--- src/shared/spi_port_pkg.sv ---
package spi_port_pkg;

  // ==========================================================
  // register map (byte addresses)
  localparam logic [3:0] CTRL0_OFFSET = 4'h0;
  localparam logic [3:0] STATUS_OFFSET = 4'h4;
  localparam logic [3:0] DATA_OFFSET = 4'h8;

  // ==========================================================
  // reset values
  localparam logic [7:0] CTRL0_RESET = 8'hE0;
  localparam logic [7:0] STATUS_RESET = 8'h00;
  localparam logic [7:0] DATA_RESET = 8'h00;

  // ==========================================================
  // module mode field encodings
  localparam logic [2:0] MODE_DIV4 = 3'h0;
  localparam logic [2:0] MODE_DIV16 = 3'h1;
  localparam logic [2:0] MODE_DIV64 = 3'h2;
  localparam logic [2:0] MODE_SUB = 3'h3;
  localparam logic [2:0] MODE_TIMER = 3'h4;
  localparam logic [2:0] MODE_SLAVE = 3'h5;

  // ==========================================================
  // timing counts: last count of each half serial clock period, bit and edge counts per word, synchronizer width
  localparam logic [4:0] DIV4_HALF_LAST = 5'h01;
  localparam logic [4:0] DIV16_HALF_LAST = 5'h07;
  localparam logic [4:0] DIV64_HALF_LAST = 5'h1F;
  localparam logic [3:0] LAST_BIT = 4'h7;
  localparam logic [3:0] BITS_PER_WORD = 4'h8;
  localparam logic [4:0] LAST_EDGE = 5'h0F;
  localparam int SYNC_WIDTH = 4;

  // ==========================================================
  // types
  typedef enum logic [2:0] {
    ST_IDLE = 3'h1,
    ST_MASTER = 3'h2,
    ST_SLAVE = 3'h4
  } xferState_t;

  typedef struct packed {
    logic [2:0] mode;
    logic uartSelect;
    logic [1:0] debounce;
    logic enable;
    logic incomplete;
  } ctrlZero_t;

  typedef struct packed {
    logic [1:0] spare;
    logic clockIdlePolarity;
    logic captureEdgeSelect;
    logic bitOrderSelect;
    logic selectPinEnable;
    logic writeCollision;
    logic transferComplete;
  } linkStatus_t;

  typedef struct packed {
    logic subClock;
    logic slaveSelectN;
    logic sdi;
    logic sck;
  } spiPinIn_t;

  typedef struct packed {
    logic sckOut;
    logic sckOe;
    logic sdoOut;
    logic sdoOe;
  } spiPinOut_t;

endpackage

--- src/hdl/spi_pin_sync.sv ---
`timescale 1ns/1ps
module spi_pin_sync #(
  parameter int WIDTH = 4
) (
  // clock and reset
  input wire logic clock,
  input wire logic rst,
  // pins
  input wire logic [WIDTH-1:0] asyncIn,
  output logic [WIDTH-1:0] syncOut
);
  logic [WIDTH-1:0] firstQ;

  // ==========================================================
  // two flip-flops per pin
  for (genvar i = 0; i < WIDTH; i++) begin : g_bit
    always_ff @(posedge clock) begin
      if (rst) begin
        firstQ[i] <= 1'b1;
        syncOut[i] <= 1'b1;
      end else begin
        firstQ[i] <= asyncIn[i];
        syncOut[i] <= firstQ[i];
      end
    end
  end

endmodule

--- src/hdl/spi_clock_gen.sv ---
`timescale 1ns/1ps
module spi_clock_gen (
  // clock and reset
  input wire logic clock,
  input wire logic rst,
  // control
  input wire logic run,
  input wire logic [2:0] mode,
  input wire logic subClock,
  input wire logic timerMatch,
  // half period tick
  output logic halfTick
);
  import spi_port_pkg::*;

  logic [4:0] divCountQ;
  logic [4:0] halfLast;
  logic subPrevQ;
  logic subEdge;

  // ==========================================================
  // rate select
  always_comb begin
    case (mode)
      MODE_DIV16: halfLast = DIV16_HALF_LAST;
      MODE_DIV64: halfLast = DIV64_HALF_LAST;
      default: halfLast = DIV4_HALF_LAST;
    endcase
  end

  // held at zero while run is low: counts only during a master transfer
  always_ff @(posedge clock) begin
    if (rst || !run) begin
      divCountQ <= 5'h00;
    end else if (divCountQ == halfLast) begin
      divCountQ <= 5'h00;
    end else begin
      divCountQ <= divCountQ + 5'h01;
    end
  end

  always_ff @(posedge clock) begin
    if (rst) begin
      subPrevQ <= 1'b1;
    end else begin
      subPrevQ <= subClock;
    end
  end

  assign subEdge = subClock ^ subPrevQ;

  // ==========================================================
  // one tick per half serial clock period
  always_comb begin
    case (mode)
      MODE_DIV4, MODE_DIV16, MODE_DIV64:
        halfTick = run && (divCountQ == halfLast);
      MODE_SUB: halfTick = run && subEdge;
      MODE_TIMER: halfTick = run && timerMatch;
      default: halfTick = 1'b0;
    endcase
  end

endmodule

--- src/hdl/spi_master_slave_port.sv ---
// Design decisions made here: the register addresses and the Avalon-MM slave port.
`timescale 1ns/1ps
module spi_master_slave_port (
  // clock and reset
  input wire logic clock,
  input wire logic rst,
  // avalon-mm register slave
  input wire logic [3:0] address,
  input wire logic read,
  input wire logic write,
  input wire logic [31:0] writedata,
  input wire logic [3:0] byteenable,
  output logic [31:0] readdata,
  output logic waitrequest,
  // serial pins and clock sources
  input wire spi_port_pkg::spiPinIn_t pinIn,
  output spi_port_pkg::spiPinOut_t pinOut,
  input wire logic timerMatch,
  // interrupt request
  output logic irqRequest
);
  import spi_port_pkg::*;

  ctrlZero_t ctrlZeroQ;
  linkStatus_t statusQ;
  spiPinIn_t pinSync;
  xferState_t stateQ;
  logic [7:0] dataQ;
  logic [7:0] txQ;
  logic [7:0] rxQ;
  logic [7:0] rxNext;
  logic [4:0] edgeCountQ;
  logic [3:0] bitCountQ;
  logic respQ;
  logic sckLevelQ;
  logic sckPrevQ;
  logic busReq;
  logic writeLane;
  logic wrCtrl0;
  logic wrStatus;
  logic wrData;
  logic active;
  logic isMaster;
  logic isSlave;
  logic slaveSelected;
  logic halfTick;
  logic sckSeen;
  logic riseEdge;
  logic fallEdge;
  logic captureRising;
  logic captureEdge;
  logic edgeValid;
  logic capture;
  logic shiftOut;
  logic startMaster;
  logic startSlave;
  logic collision;
  logic masterDone;
  logic slaveDone;
  logic abortSlave;
  logic txHead;

  // ==========================================================
  // leaf blocks
  spi_pin_sync #(.WIDTH(SYNC_WIDTH)) u_sync (
    .clock(clock),
    .rst(rst),
    .asyncIn(pinIn),
    .syncOut(pinSync)
  );

  spi_clock_gen u_clock_gen (
    .clock(clock),
    .rst(rst),
    .run(stateQ == ST_MASTER),
    .mode(ctrlZeroQ.mode),
    .subClock(pinSync.subClock),
    .timerMatch(timerMatch),
    .halfTick(halfTick)
  );

  // ==========================================================
  // avalon-mm slave: every access answers on its second cycle
  assign busReq = read | write;
  assign waitrequest = busReq & ~respQ;
  assign writeLane = write & respQ & byteenable[0];
  assign wrCtrl0 = writeLane && (address == CTRL0_OFFSET);
  assign wrStatus = writeLane && (address == STATUS_OFFSET);
  assign wrData = writeLane && (address == DATA_OFFSET);

  always_ff @(posedge clock) begin
    if (rst) begin
      respQ <= 1'b0;
    end else begin
      respQ <= busReq & ~respQ;
    end
  end

  always_ff @(posedge clock) begin
    if (rst) begin
      readdata <= 32'h0000_0000;
    end else if (read && !respQ) begin
      case (address)
        CTRL0_OFFSET: readdata <= {24'h00_0000, ctrlZeroQ};
        STATUS_OFFSET: readdata <= {24'h00_0000, statusQ};
        DATA_OFFSET: readdata <= {24'h00_0000, dataQ};
        default: readdata <= 32'h0000_0000;
      endcase
    end
  end

  // ==========================================================
  // role decode
  assign active = ctrlZeroQ.enable && !ctrlZeroQ.uartSelect &&
                  (ctrlZeroQ.mode <= MODE_SLAVE);
  assign isMaster = active && (ctrlZeroQ.mode != MODE_SLAVE);
  assign isSlave = active && (ctrlZeroQ.mode == MODE_SLAVE);
  assign slaveSelected = !statusQ.selectPinEnable ||
                         !pinSync.slaveSelectN;

  // ==========================================================
  // serial clock edges
  always_ff @(posedge clock) begin
    if (rst) begin
      sckLevelQ <= 1'b1;
    end else if (stateQ != ST_MASTER) begin
      sckLevelQ <= !statusQ.clockIdlePolarity;
    end else if (halfTick) begin
      sckLevelQ <= !sckLevelQ;
    end
  end

  assign sckSeen = isMaster ? sckLevelQ : pinSync.sck;

  always_ff @(posedge clock) begin
    if (rst) begin
      sckPrevQ <= 1'b1;
    end else begin
      sckPrevQ <= sckSeen;
    end
  end

  assign riseEdge = sckSeen & ~sckPrevQ;
  assign fallEdge = ~sckSeen & sckPrevQ;
  assign captureRising = ~(statusQ.clockIdlePolarity ^
                           statusQ.captureEdgeSelect);
  assign captureEdge = captureRising ? riseEdge : fallEdge;
  assign edgeValid = (stateQ == ST_MASTER) ||
                     (stateQ != ST_MASTER && isSlave &&
                      slaveSelected);
  assign capture = edgeValid & captureEdge;
  // output moves on the opposite edge, never before the first capture
  assign shiftOut = edgeValid && (riseEdge || fallEdge) &&
                    !captureEdge && (bitCountQ != 4'h0);

  // ==========================================================
  // transfer control
  assign collision = wrData && (stateQ != ST_IDLE);
  assign startMaster = wrData && isMaster &&
                       (stateQ == ST_IDLE);
  assign startSlave = (stateQ == ST_IDLE) && isSlave && slaveSelected &&
                      (riseEdge || fallEdge);
  assign masterDone = (stateQ == ST_MASTER) && (riseEdge || fallEdge) &&
                      (edgeCountQ == LAST_EDGE);
  assign slaveDone = (stateQ == ST_SLAVE) && capture &&
                     (bitCountQ == LAST_BIT);
  assign abortSlave = (stateQ == ST_SLAVE) && statusQ.selectPinEnable &&
                      pinSync.slaveSelectN;

  always_ff @(posedge clock) begin
    if (rst) begin
      stateQ <= ST_IDLE;
    end else begin
      case (stateQ)
        ST_IDLE: begin
          if (startMaster) begin
            stateQ <= ST_MASTER;
          end else if (startSlave) begin
            stateQ <= ST_SLAVE;
          end
        end
        ST_MASTER: begin
          if (!isMaster || masterDone) begin
            stateQ <= ST_IDLE;
          end
        end
        ST_SLAVE: begin
          if (!isSlave || slaveDone || abortSlave) begin
            stateQ <= ST_IDLE;
          end
        end
        default: stateQ <= ST_IDLE;
      endcase
    end
  end

  always_ff @(posedge clock) begin
    if (rst || startMaster || masterDone || slaveDone || abortSlave ||
        !active) begin
      bitCountQ <= 4'h0;
    end else if (capture) begin
      bitCountQ <= bitCountQ + 4'h1;
    end
  end

  always_ff @(posedge clock) begin
    if (rst || startMaster || masterDone || !isMaster) begin
      edgeCountQ <= 5'h00;
    end else if ((stateQ == ST_MASTER) && (riseEdge || fallEdge)) begin
      edgeCountQ <= edgeCountQ + 5'h01;
    end
  end

  // ==========================================================
  // shift paths
  assign rxNext = statusQ.bitOrderSelect ? {rxQ[6:0], pinSync.sdi} :
                  {pinSync.sdi, rxQ[7:1]};
  assign txHead = statusQ.bitOrderSelect ? txQ[7] : txQ[0];

  always_ff @(posedge clock) begin
    if (rst) begin
      rxQ <= DATA_RESET;
    end else if (capture) begin
      rxQ <= rxNext;
    end
  end

  always_ff @(posedge clock) begin
    if (rst) begin
      txQ <= DATA_RESET;
    end else if (startMaster) begin
      txQ <= writedata[7:0];
    end else if (stateQ == ST_IDLE) begin
      txQ <= dataQ;
    end else if (shiftOut) begin
      txQ <= statusQ.bitOrderSelect ? {txQ[6:0], 1'b0} :
             {1'b0, txQ[7:1]};
    end
  end

  // received word replaces the data register only after bit eight
  always_ff @(posedge clock) begin
    if (rst) begin
      dataQ <= DATA_RESET;
    end else if (wrData && stateQ == ST_IDLE) begin
      dataQ <= writedata[7:0];
    end else if (capture && bitCountQ == LAST_BIT) begin
      dataQ <= rxNext;
    end
  end

  // ==========================================================
  // control and status registers; hardware set wins over clear
  always_ff @(posedge clock) begin
    if (rst) begin
      ctrlZeroQ <= CTRL0_RESET;
    end else begin
      if (wrCtrl0) begin
        ctrlZeroQ <= writedata[7:0];
      end
      if (abortSlave) begin
        ctrlZeroQ.incomplete <= 1'b1;
      end
    end
  end

  always_ff @(posedge clock) begin
    if (rst) begin
      statusQ <= STATUS_RESET;
    end else begin
      if (wrStatus) begin
        statusQ.spare <= writedata[7:6];
        statusQ.clockIdlePolarity <= writedata[5];
        statusQ.captureEdgeSelect <= writedata[4];
        statusQ.bitOrderSelect <= writedata[3];
        statusQ.selectPinEnable <= writedata[2];
        if (!writedata[1]) begin
          statusQ.writeCollision <= 1'b0;
        end
        if (!writedata[0]) begin
          statusQ.transferComplete <= 1'b0;
        end
      end
      if (collision) begin
        statusQ.writeCollision <= 1'b1;
      end
      if (masterDone || slaveDone || abortSlave) begin
        statusQ.transferComplete <= 1'b1;
      end
    end
  end

  assign irqRequest = statusQ.transferComplete;

  // ==========================================================
  // pin drivers; input lines are never driven
  always_ff @(posedge clock) begin
    if (rst) begin
      pinOut <= '0;
    end else begin
      pinOut.sckOe <= isMaster;
      pinOut.sckOut <= sckLevelQ;
      pinOut.sdoOe <= isMaster || (isSlave && slaveSelected);
      pinOut.sdoOut <= (stateQ != ST_IDLE || (isSlave && slaveSelected)) ?
                       txHead : 1'b1;
    end
  end
endmodule

--- config.mk ---
export PLATFORM = sky130hd
export DESIGN_NAME = spi_master_slave_port
export DESIGN_NICKNAME = d
export VERILOG_FILES = /design/src/shared/spi_port_pkg.sv /design/src/hdl/spi_pin_sync.sv /design/src/hdl/spi_clock_gen.sv /design/src/hdl/spi_master_slave_port.sv
export SDC_FILE = /design/constraint.sdc
export NUM_CORES = 1
export LEC_CHECK = 0
export BUFFER_PORTS_ARGS = -buffer_cell sky130_fd_sc_hd__buf_2
export CAP_MARGIN = 20
export CORE_ASPECT_RATIO = 0.5
export CORE_MARGIN = 4
export CORE_UTILIZATION = 45
export DETAILED_ROUTE_END_ITERATION = 12
export GPL_ROUTABILITY_DRIVEN = 1
export PLACE_DENSITY_LB_ADDON = 0.08
export SYNTH_ARGS = -nofsm -noshare
export SYNTH_HDL_FRONTEND = slang
export SYNTH_SLANG_ARGS = --single-unit
--- constraint.sdc ---
create_clock -name clock -period 2.5 [get_ports clock]
set_input_delay 0.125 -clock clock [delete_from_list [all_inputs] [get_ports clock]]
set_output_delay 0.125 -clock clock [all_outputs]
set_load 0.02 [all_outputs]
==> metrics.md, run 1 <==
| Metric | Value |
|---|---|
| Status | `finished clean` |
| CTS buffer count | `9` |
| Pleak | `around 1.8 nW` |
| Count of endpoints failing setup in the final report | `0` |
| Pin count of the biggest net entering global routing | `48` |
| EDFF count, synth | `0` |
| Slew Limit Headroom | `between 40% and 50%` |
| Drt drc | `0` |
| Num Clock Sinks | `slightly above 80` |
| RSZ-0062 raised after global routing | `false` |
| Total number of vias | `about 3100` |
| Power Total | `2.75 mW` |
| GRT Residual Overflow | `0` |
| Yosys warning count | `0` |
| Via/cell ratio | `5.10` |
| Worst vdd ir | `0.362 mV` |
| WP data required | `2.77 ns` |
| Slew at the pin closest to its max-slew limit | `0.856 ns` |
| Final net count | `552` |
| Worst hold path class | `primary input to register` |
| WP data arrival | `between 2 and 3 ns` |
| Initial antenna violation count | `0` |
| Commonest non-fill, non-tap cell in the layout | `dfxtp_1` |
| # Post-CTS Setup Buffers | `0` |
| CTS tree | `built` |
| Die height | `~74 µm` |
| Longest Clk Path Bufs | `2` |
| Drt first-iter violations | `246` |
| Num rows | `23` |
| Crit path time final | `roughly 2.3 ns` |
| Total global-route track usage | `18.4%` |
| Register area share after synthesis | `41.0%` |
| Max Slew Vio Count | `0` |
| Synth Instances | `455` |
| Met3 wire len | `around 530 µm` |
| Clock-pin slew of the registers on the worst-case setup and hold paths | `0.06 ns` |
| Met1 WL | `4620 µm` |
| Final Hold Viols | `0` |
| Reg2reg path depth | `10` |
| Starting Density | `a little under half` |
| Share of layout cells above drive strength 1 | `18.4%` |
| Vias in the first global route | `around 3000` |
| Clock Skews | `0.00508 ns` |
| GPL Wtd Cong | `0.800` |
| Routed wire length per instance | `14.5 µm` |
| Final period util | `91.8%` |
| Met2 WL | `3680 µm` |
| Startpoint Class | `register` |
| Pwr Density | `603 nW/µm²` |
| Max Fclk | `roughly 440 MHz` |
| Diode count | `0` |
| Final wirelength | `8890 µm` |
| Die X | `141 µm` |
| Post-route ant nets | `0` |
| Synth-to-Final Area Change | `15.4%` |
| Hold_ws | `0.0643 ns` |
| First-pass GRT wire length | `15100 µm` |
| PortBufs | `35` |
| Syn avg cell area | `8.69 µm²` |
| Crit end category | `register` |
| Hold path depth | `3` |
| Worst-skew pair later-pin latency | `0.33 ns` |
| Top Ports | `87` |
| Asr flop ratio synth | `0%` |
| Die ar. | `10400 µm²` |
| Netlist cell types | `46` |
| First-pass DRT Iterations | `4` |
| Max Cap Viol | `0` |
| Final TNS setup | `0 ns` |
| Detail Placement HPWL | `approximately 6400 µm` |
| Register bit total from synthesis | `81` |
| # H-tree levels | `3` |
| Commonest non-fill, non-tap cells in the layout | `dfxtp_1, nor2_1, nand2_1, mux2i_1, buf_2` |
| Placeable Area | `between 8000 and 9000 µm²` |
| Area of the mapped netlist | `3950 µm²` |
| Uppermost layer routed | `met4` |
| Root buf cell | `clkbuf_16` |
| CP Class | `register to register` |
| Layout Utilization | `55.2%` |
| Most used DFF post-synth | `dfxtp_1` |
| Worst Path Max Fanout | `16` |
==> timing repair <==
| item | 4_1_cts | 5_1_grt |
|---|---|---|
| hold endpoints to repair | 4 | 0 |
| endpoints found under the setup margin | 0 | 28 |
| hold buffers | 4 | 0 |
| resized for setup | 0 | 8 |
==> Yosys cell counts, types with 2 or more instances <==
library cell / n / share of area (%)
nor2b_1: 4 / 0.63
buf_1: 2 / 0.19
a22oi_1: 8 / 1.5
nand2b_1: 3 / 0.47
nand4_1: 4 / 0.63
o21ai_0: 23 / 2.9
xor2_1: 9 / 2.0
a21oi_1: 33 / 4.2
a31oi_1: 2 / 0.32
nand2_1: 36 / 3.4
nand3b_1: 5 / 0.95
ha_1: 7 / 2.2
or3_1: 3 / 0.47
a211oi_1: 17 / 3.2
nand3_1: 5 / 0.63
and2_1: 8 / 1.3
xnor2_1: 4 / 0.89
nor3_1: 3 / 0.38
buf_4: 26 / 4.9
nor2_1: 59 / 5.6
dfxtp_1: 81 / 41
clkbuf_1: 16 / 1.5
mux2i_1: 38 / 9.6
buf_2: 5 / 0.63
inv_1: 12 / 1.1
a211o_1: 11 / 2.4
or2_2: 9 / 1.4
nor3b_1: 3 / 0.57
and3_1: 2 / 0.32
==> per-stage QoR <==
step / setup WS (ns) / instance area, µm² / instances
3_3_place_gp: 0.144 / 4200 / 593
6_report: 0.206 / 4560 / 613
5_1_grt: 0.00582 / 4560 / 613
3_5_place_dp: 0.0643 / 4200 / 593
4_1_cts: 0.0806 / 4530 / 613
2_1_floorplan: 0.261 / 4040 / 478
==> cell type report <==
cell class / count / area (µm²)
Fill cell: 809 / 3700
Clock buffer: 10 / 239
Sequential cell: 81 / 1620
Tap cell: 112 / 140
Timing Repair Buffer: 57 / 354
Multi-Input combinational cell: 335 / 2110
Clock inverter: 6 / 57.6
Inverter: 12 / 45.0
==> critical path, stage by stage (launching register included) <==
cell	delay (ns)
dfxtp_1	0.34
and2b_1	0.20
nand2_1	0.12
mux2i_2	0.28
inv_1	0.08
ha_2	0.32
a221oi_2	0.23
a21oi_2	0.09
buf_4	0.19
a211o_1	0.24
a21oi_1	0.14
==> worst paths after layout <==
| check | startpoint | to | slack [ns] |
|---|---|---|---|
| setup / recovery | ctrlZeroQ[4]$_SDFFE_PP0P_ | txQ[4]$_SDFFE_PP0P_ | 0.21 |
| hold / removal | writedata[3] | dataQ[3]$_SDFFE_PP0P_ | 0.06 |
| setup reg to reg | ctrlZeroQ[4]$_SDFFE_PP0P_ | txQ[4]$_SDFFE_PP0P_ | 0.21 |
| hold reg to reg | u_sync.firstQ[0]$_SDFF_PP1_ | u_sync.syncOut[0]$_SDFF_PP1_ | 0.41 |
==> flip-flops by register name, indices dropped and copies added (netlist names) <==
register	cells
dataQ	8
edgeCountQ	5
stateQ	3
sckPrevQ	1
readdata	8
u_clock_gen.subPrevQ	1
u_sync.firstQ	4
irqRequest	1
u_clock_gen.divCountQ	5
respQ	1
ctrlZeroQ	8
pinOut	4
bitCountQ	4
sckLevelQ	1
rxQ	8
txQ	8
statusQ	7
u_sync.syncOut	4
==> power breakdown <==
part	switching, mW	internal [mW]	total [mW]
clock	0.505	0.793	1.30
sequential	0.00514	1.30	1.31
combinational	0.101	0.0428	0.144
total	0.612	2.14	2.75
==> logic make-up after synthesis <==
group / Yosys count / share of synthesized area, %
mux: 39 / 9.90
flops: 81 / 41.0
simple gates: 148 / 18.1
buf+inv: 62 / 8.70
compound gates: 104 / 17.1
xor+xnor: 13 / 2.88
fa+ha+maj: 7 / 2.22
other cells: 1 / 0.0948
==> metal layers <==
metal / global-route usage [%] / vias up
met2: 27.9 / 68
met4: 3.87 / 0
li1: - / 1610
met3: 5.46 / 7
met5: 0 / -
met1: 26.2 / 1441
Power figures use the tool's default switching activity.
==> run 2: changes to the inputs <==
CORE_MARGIN = 2   (was 4)
==> metrics.md, run 2 (synthesis gave the netlist of run 1 again) <==
| Metric | Value |
|---|---|
| Pleak | `1.80 nW (was 1.79 nW)` |
| Final TNS setup | `0 ns (unchanged)` |
| Vias in the first global route | `2817 (was 3004)` |
| Clock Skews | `0.00569 ns (was 0.00508 ns)` |
| Setup slack, reg-to-reg | `0.16 ns (was 0.21 ns)` |
| Post-place instance area | `4200 µm² (about the same)` |
| Pwr Density | `627 nW/µm² (was 603 nW/µm²)` |
| Worst hold path class | `primary input to register (unchanged)` |
| FF-to-FF Start | `ctrlZeroQ[4]$_SDFFE_PP0P_ (unchanged)` |
| CP Capture Point | `edgeCountQ[0]$_SDFFE_PP0N_ (was txQ[4]$_SDFFE_PP0P_)` |
| Die height | `70.3 µm (was 74.3 µm)` |
| Status | `finished clean (unchanged)` |
| Crit end category | `register (unchanged)` |
| Num rows | `24 (was 23)` |
| Root buf cell | `clkbuf_16 (unchanged)` |
| Die X | `137 µm (was 141 µm)` |
| Total global-route track usage | `20.0% (was 18.4%)` |
| FF-to-FF End | `edgeCountQ[0]$_SDFFE_PP0N_ (was txQ[4]$_SDFFE_PP0P_)` |
| Placeable Area | `8620 µm² (was 8260 µm²)` |
| Synth-to-Final Area Change | `15.6% (was 15.4%)` |
| Num Clock Sinks | `81 (unchanged)` |
| GRT Residual Overflow | `0 (unchanged)` |
| CTS buffer count | `9 (unchanged)` |
| Slew at the pin closest to its max-slew limit | `0.797 ns (was 0.856 ns)` |
| Crit path time final | `2.34 ns (was 2.29 ns)` |
| Max Slew Vio Count | `0 (unchanged)` |
| Final worst setup slack | `0.162 ns (was 0.206 ns)` |
| WP data required | `2.72 ns (was 2.77 ns)` |
| Initial antenna violation count | `0 (unchanged)` |
| CTS tree | `built (unchanged)` |
| RSZ-0062 raised after global routing | `true (was false)` |
| # H-tree levels | `3 (unchanged)` |
| Drt drc | `0 (unchanged)` |
| # Post-CTS Setup Buffers | `0 (unchanged)` |
| Worst slack at placement | `0.109 ns (was 0.0643 ns)` |
| Final wirelength | `8950 µm (was 8890 µm)` |
| Longest Clk Path Bufs | `2 (unchanged)` |
| GPL Wtd Cong | `0.829 (was 0.800)` |
| Hold_ws | `0.0736 ns (was 0.0643 ns)` |
| Max Fclk | `428 MHz (was 436 MHz)` |
| Worst-skew pair later-pin latency | `0.34 ns (was 0.33 ns)` |
| Drt first-iter violations | `209 (was 246)` |
| Share of layout cells above drive strength 1 | `17.8% (was 18.4%)` |
| Routed wire length per instance | `14.5 µm (about the same)` |
| PortBufs | `35 (unchanged)` |
| CP Class | `register to register (unchanged)` |
| Top Ports | `87 (unchanged)` |
| Slew Limit Headroom | `46.9% (was 42.9%)` |
| Clock-pin slew of the registers on the worst-case setup and hold paths | `0.06 ns (about the same)` |
| Power Total | `2.87 mW (was 2.75 mW)` |
| Commonest non-fill, non-tap cells in the layout | `dfxtp_1, nor2_1, nand2_1, mux2i_1, buf_2 (unchanged)` |
| Pin count of the biggest net entering global routing | `45 (was 48)` |
| Post-route ant nets | `0 (unchanged)` |
| Worst vdd ir | `0.481 mV (was 0.362 mV)` |
| First-pass GRT wire length | `14700 µm (was 15100 µm)` |
| Worst setup path start | `ctrlZeroQ[4]$_SDFFE_PP0P_ (unchanged)` |
| Die ar. | `9600 µm² (was 10400 µm²)` |
| Via/cell ratio | `5.01 (was 5.10)` |
| Commonest non-fill, non-tap cell in the layout | `dfxtp_1 (unchanged)` |
| Reg2reg path depth | `9 (was 10)` |
| Startpoint Class | `register (unchanged)` |
| Starting Density | `45.9% (was 47.9%)` |
| Final net count | `552 (unchanged)` |
| Count of endpoints failing setup in the final report | `0 (unchanged)` |
| Total number of vias | `3098 (was 3126)` |
| Final Hold Viols | `0 (unchanged)` |
| WP data arrival | `2.56 ns (about the same)` |
| Final period util | `93.5% (was 91.8%)` |
| Detail Placement HPWL | `6320 µm (was 6450 µm)` |
| Diode count | `0 (unchanged)` |
| Worst Path Max Fanout | `5 (was 16)` |
| Max Cap Viol | `0 (unchanged)` |
| First-pass DRT Iterations | `4 (unchanged)` |
| Design area | `4570 µm² (was 4560 µm²)` |
-- run 2: timing repair --
item | 4_1_cts | 5_1_grt
hold buffers | 4 | 0
endpoints found under the setup margin | 0 | 19
resized for setup | 0 | 3
hold endpoints to repair | 4 | 0
-- run 2: metal layers --
metal  wire length (µm)  vias to the layer above  share of wire [%]  global-route usage [%]
li1                   -                     1611                  -                       -
met1               4710                     1416                 53                    30.6
met2               3690                       69                 41                    26.7
met3                528                        2                5.9                    5.59
met4                 23                        0               0.26                    5.67
met5                  0                        -                  0                       0
-- run 2: worst min path at each step --
stage	startpoint	slack (ns)	depth (start not counted)	endpoint
CTS	writedata[1]	0.06	3	dataQ[1]$_SDFFE_PP0P_
finish	writedata[3]	0.07	3	dataQ[3]$_SDFFE_PP0P_
floorplan	rst	0.21	1	pinOut[2]$_SDFF_PP0_
global placement	pinIn[2]	0.31	2	u_sync.firstQ[2]$_SDFF_PP1_
global route	writedata[4]	0.08	3	dataQ[4]$_SDFFE_PP0P_
detailed placement	pinIn[2]	0.31	2	u_sync.firstQ[2]$_SDFF_PP1_
-- run 2: layout make-up --
cell class	instances	area, µm²
fill	807	4050
multi-input combinational	335	2090
sequential	81	1620
timing repair buffer	57	350
clock buffer	9	225
tap	117	146
clock inverter	7	95.1
inverter	12	45.0
-- run 2: power breakdown --
part           leakage [nW]  internal, mW  switching [mW]  total (mW)
combinational         0.987        0.0430           0.101       0.144
sequential            0.656          1.30         0.00532        1.31
clock                 0.155         0.874           0.542        1.42
total                  1.80          2.22           0.648        2.87
-- run 2: worst max-delay path: stages (launching register included) --
cell	delay [ns]
dfxtp_1	0.34
and2b_1	0.21
nand2_1	0.12
mux2i_2	0.27
inv_1	0.07
ha_1	0.32
buf_4	0.17
or3_1	0.41
nand3b_1	0.23
nor2_1	0.08
-- run 2: through the flow --
| stage | util (%) | instances |
|---|---|---|
| 2_1_floorplan | - | 478 |
| 3_3_place_gp | 48.8 | 598 |
| 3_5_place_dp | 48.8 | 598 |
| 4_1_cts | 52.9 | 618 |
| 5_1_grt | 53.0 | 618 |
| 6_report | 53.0 | 618 |
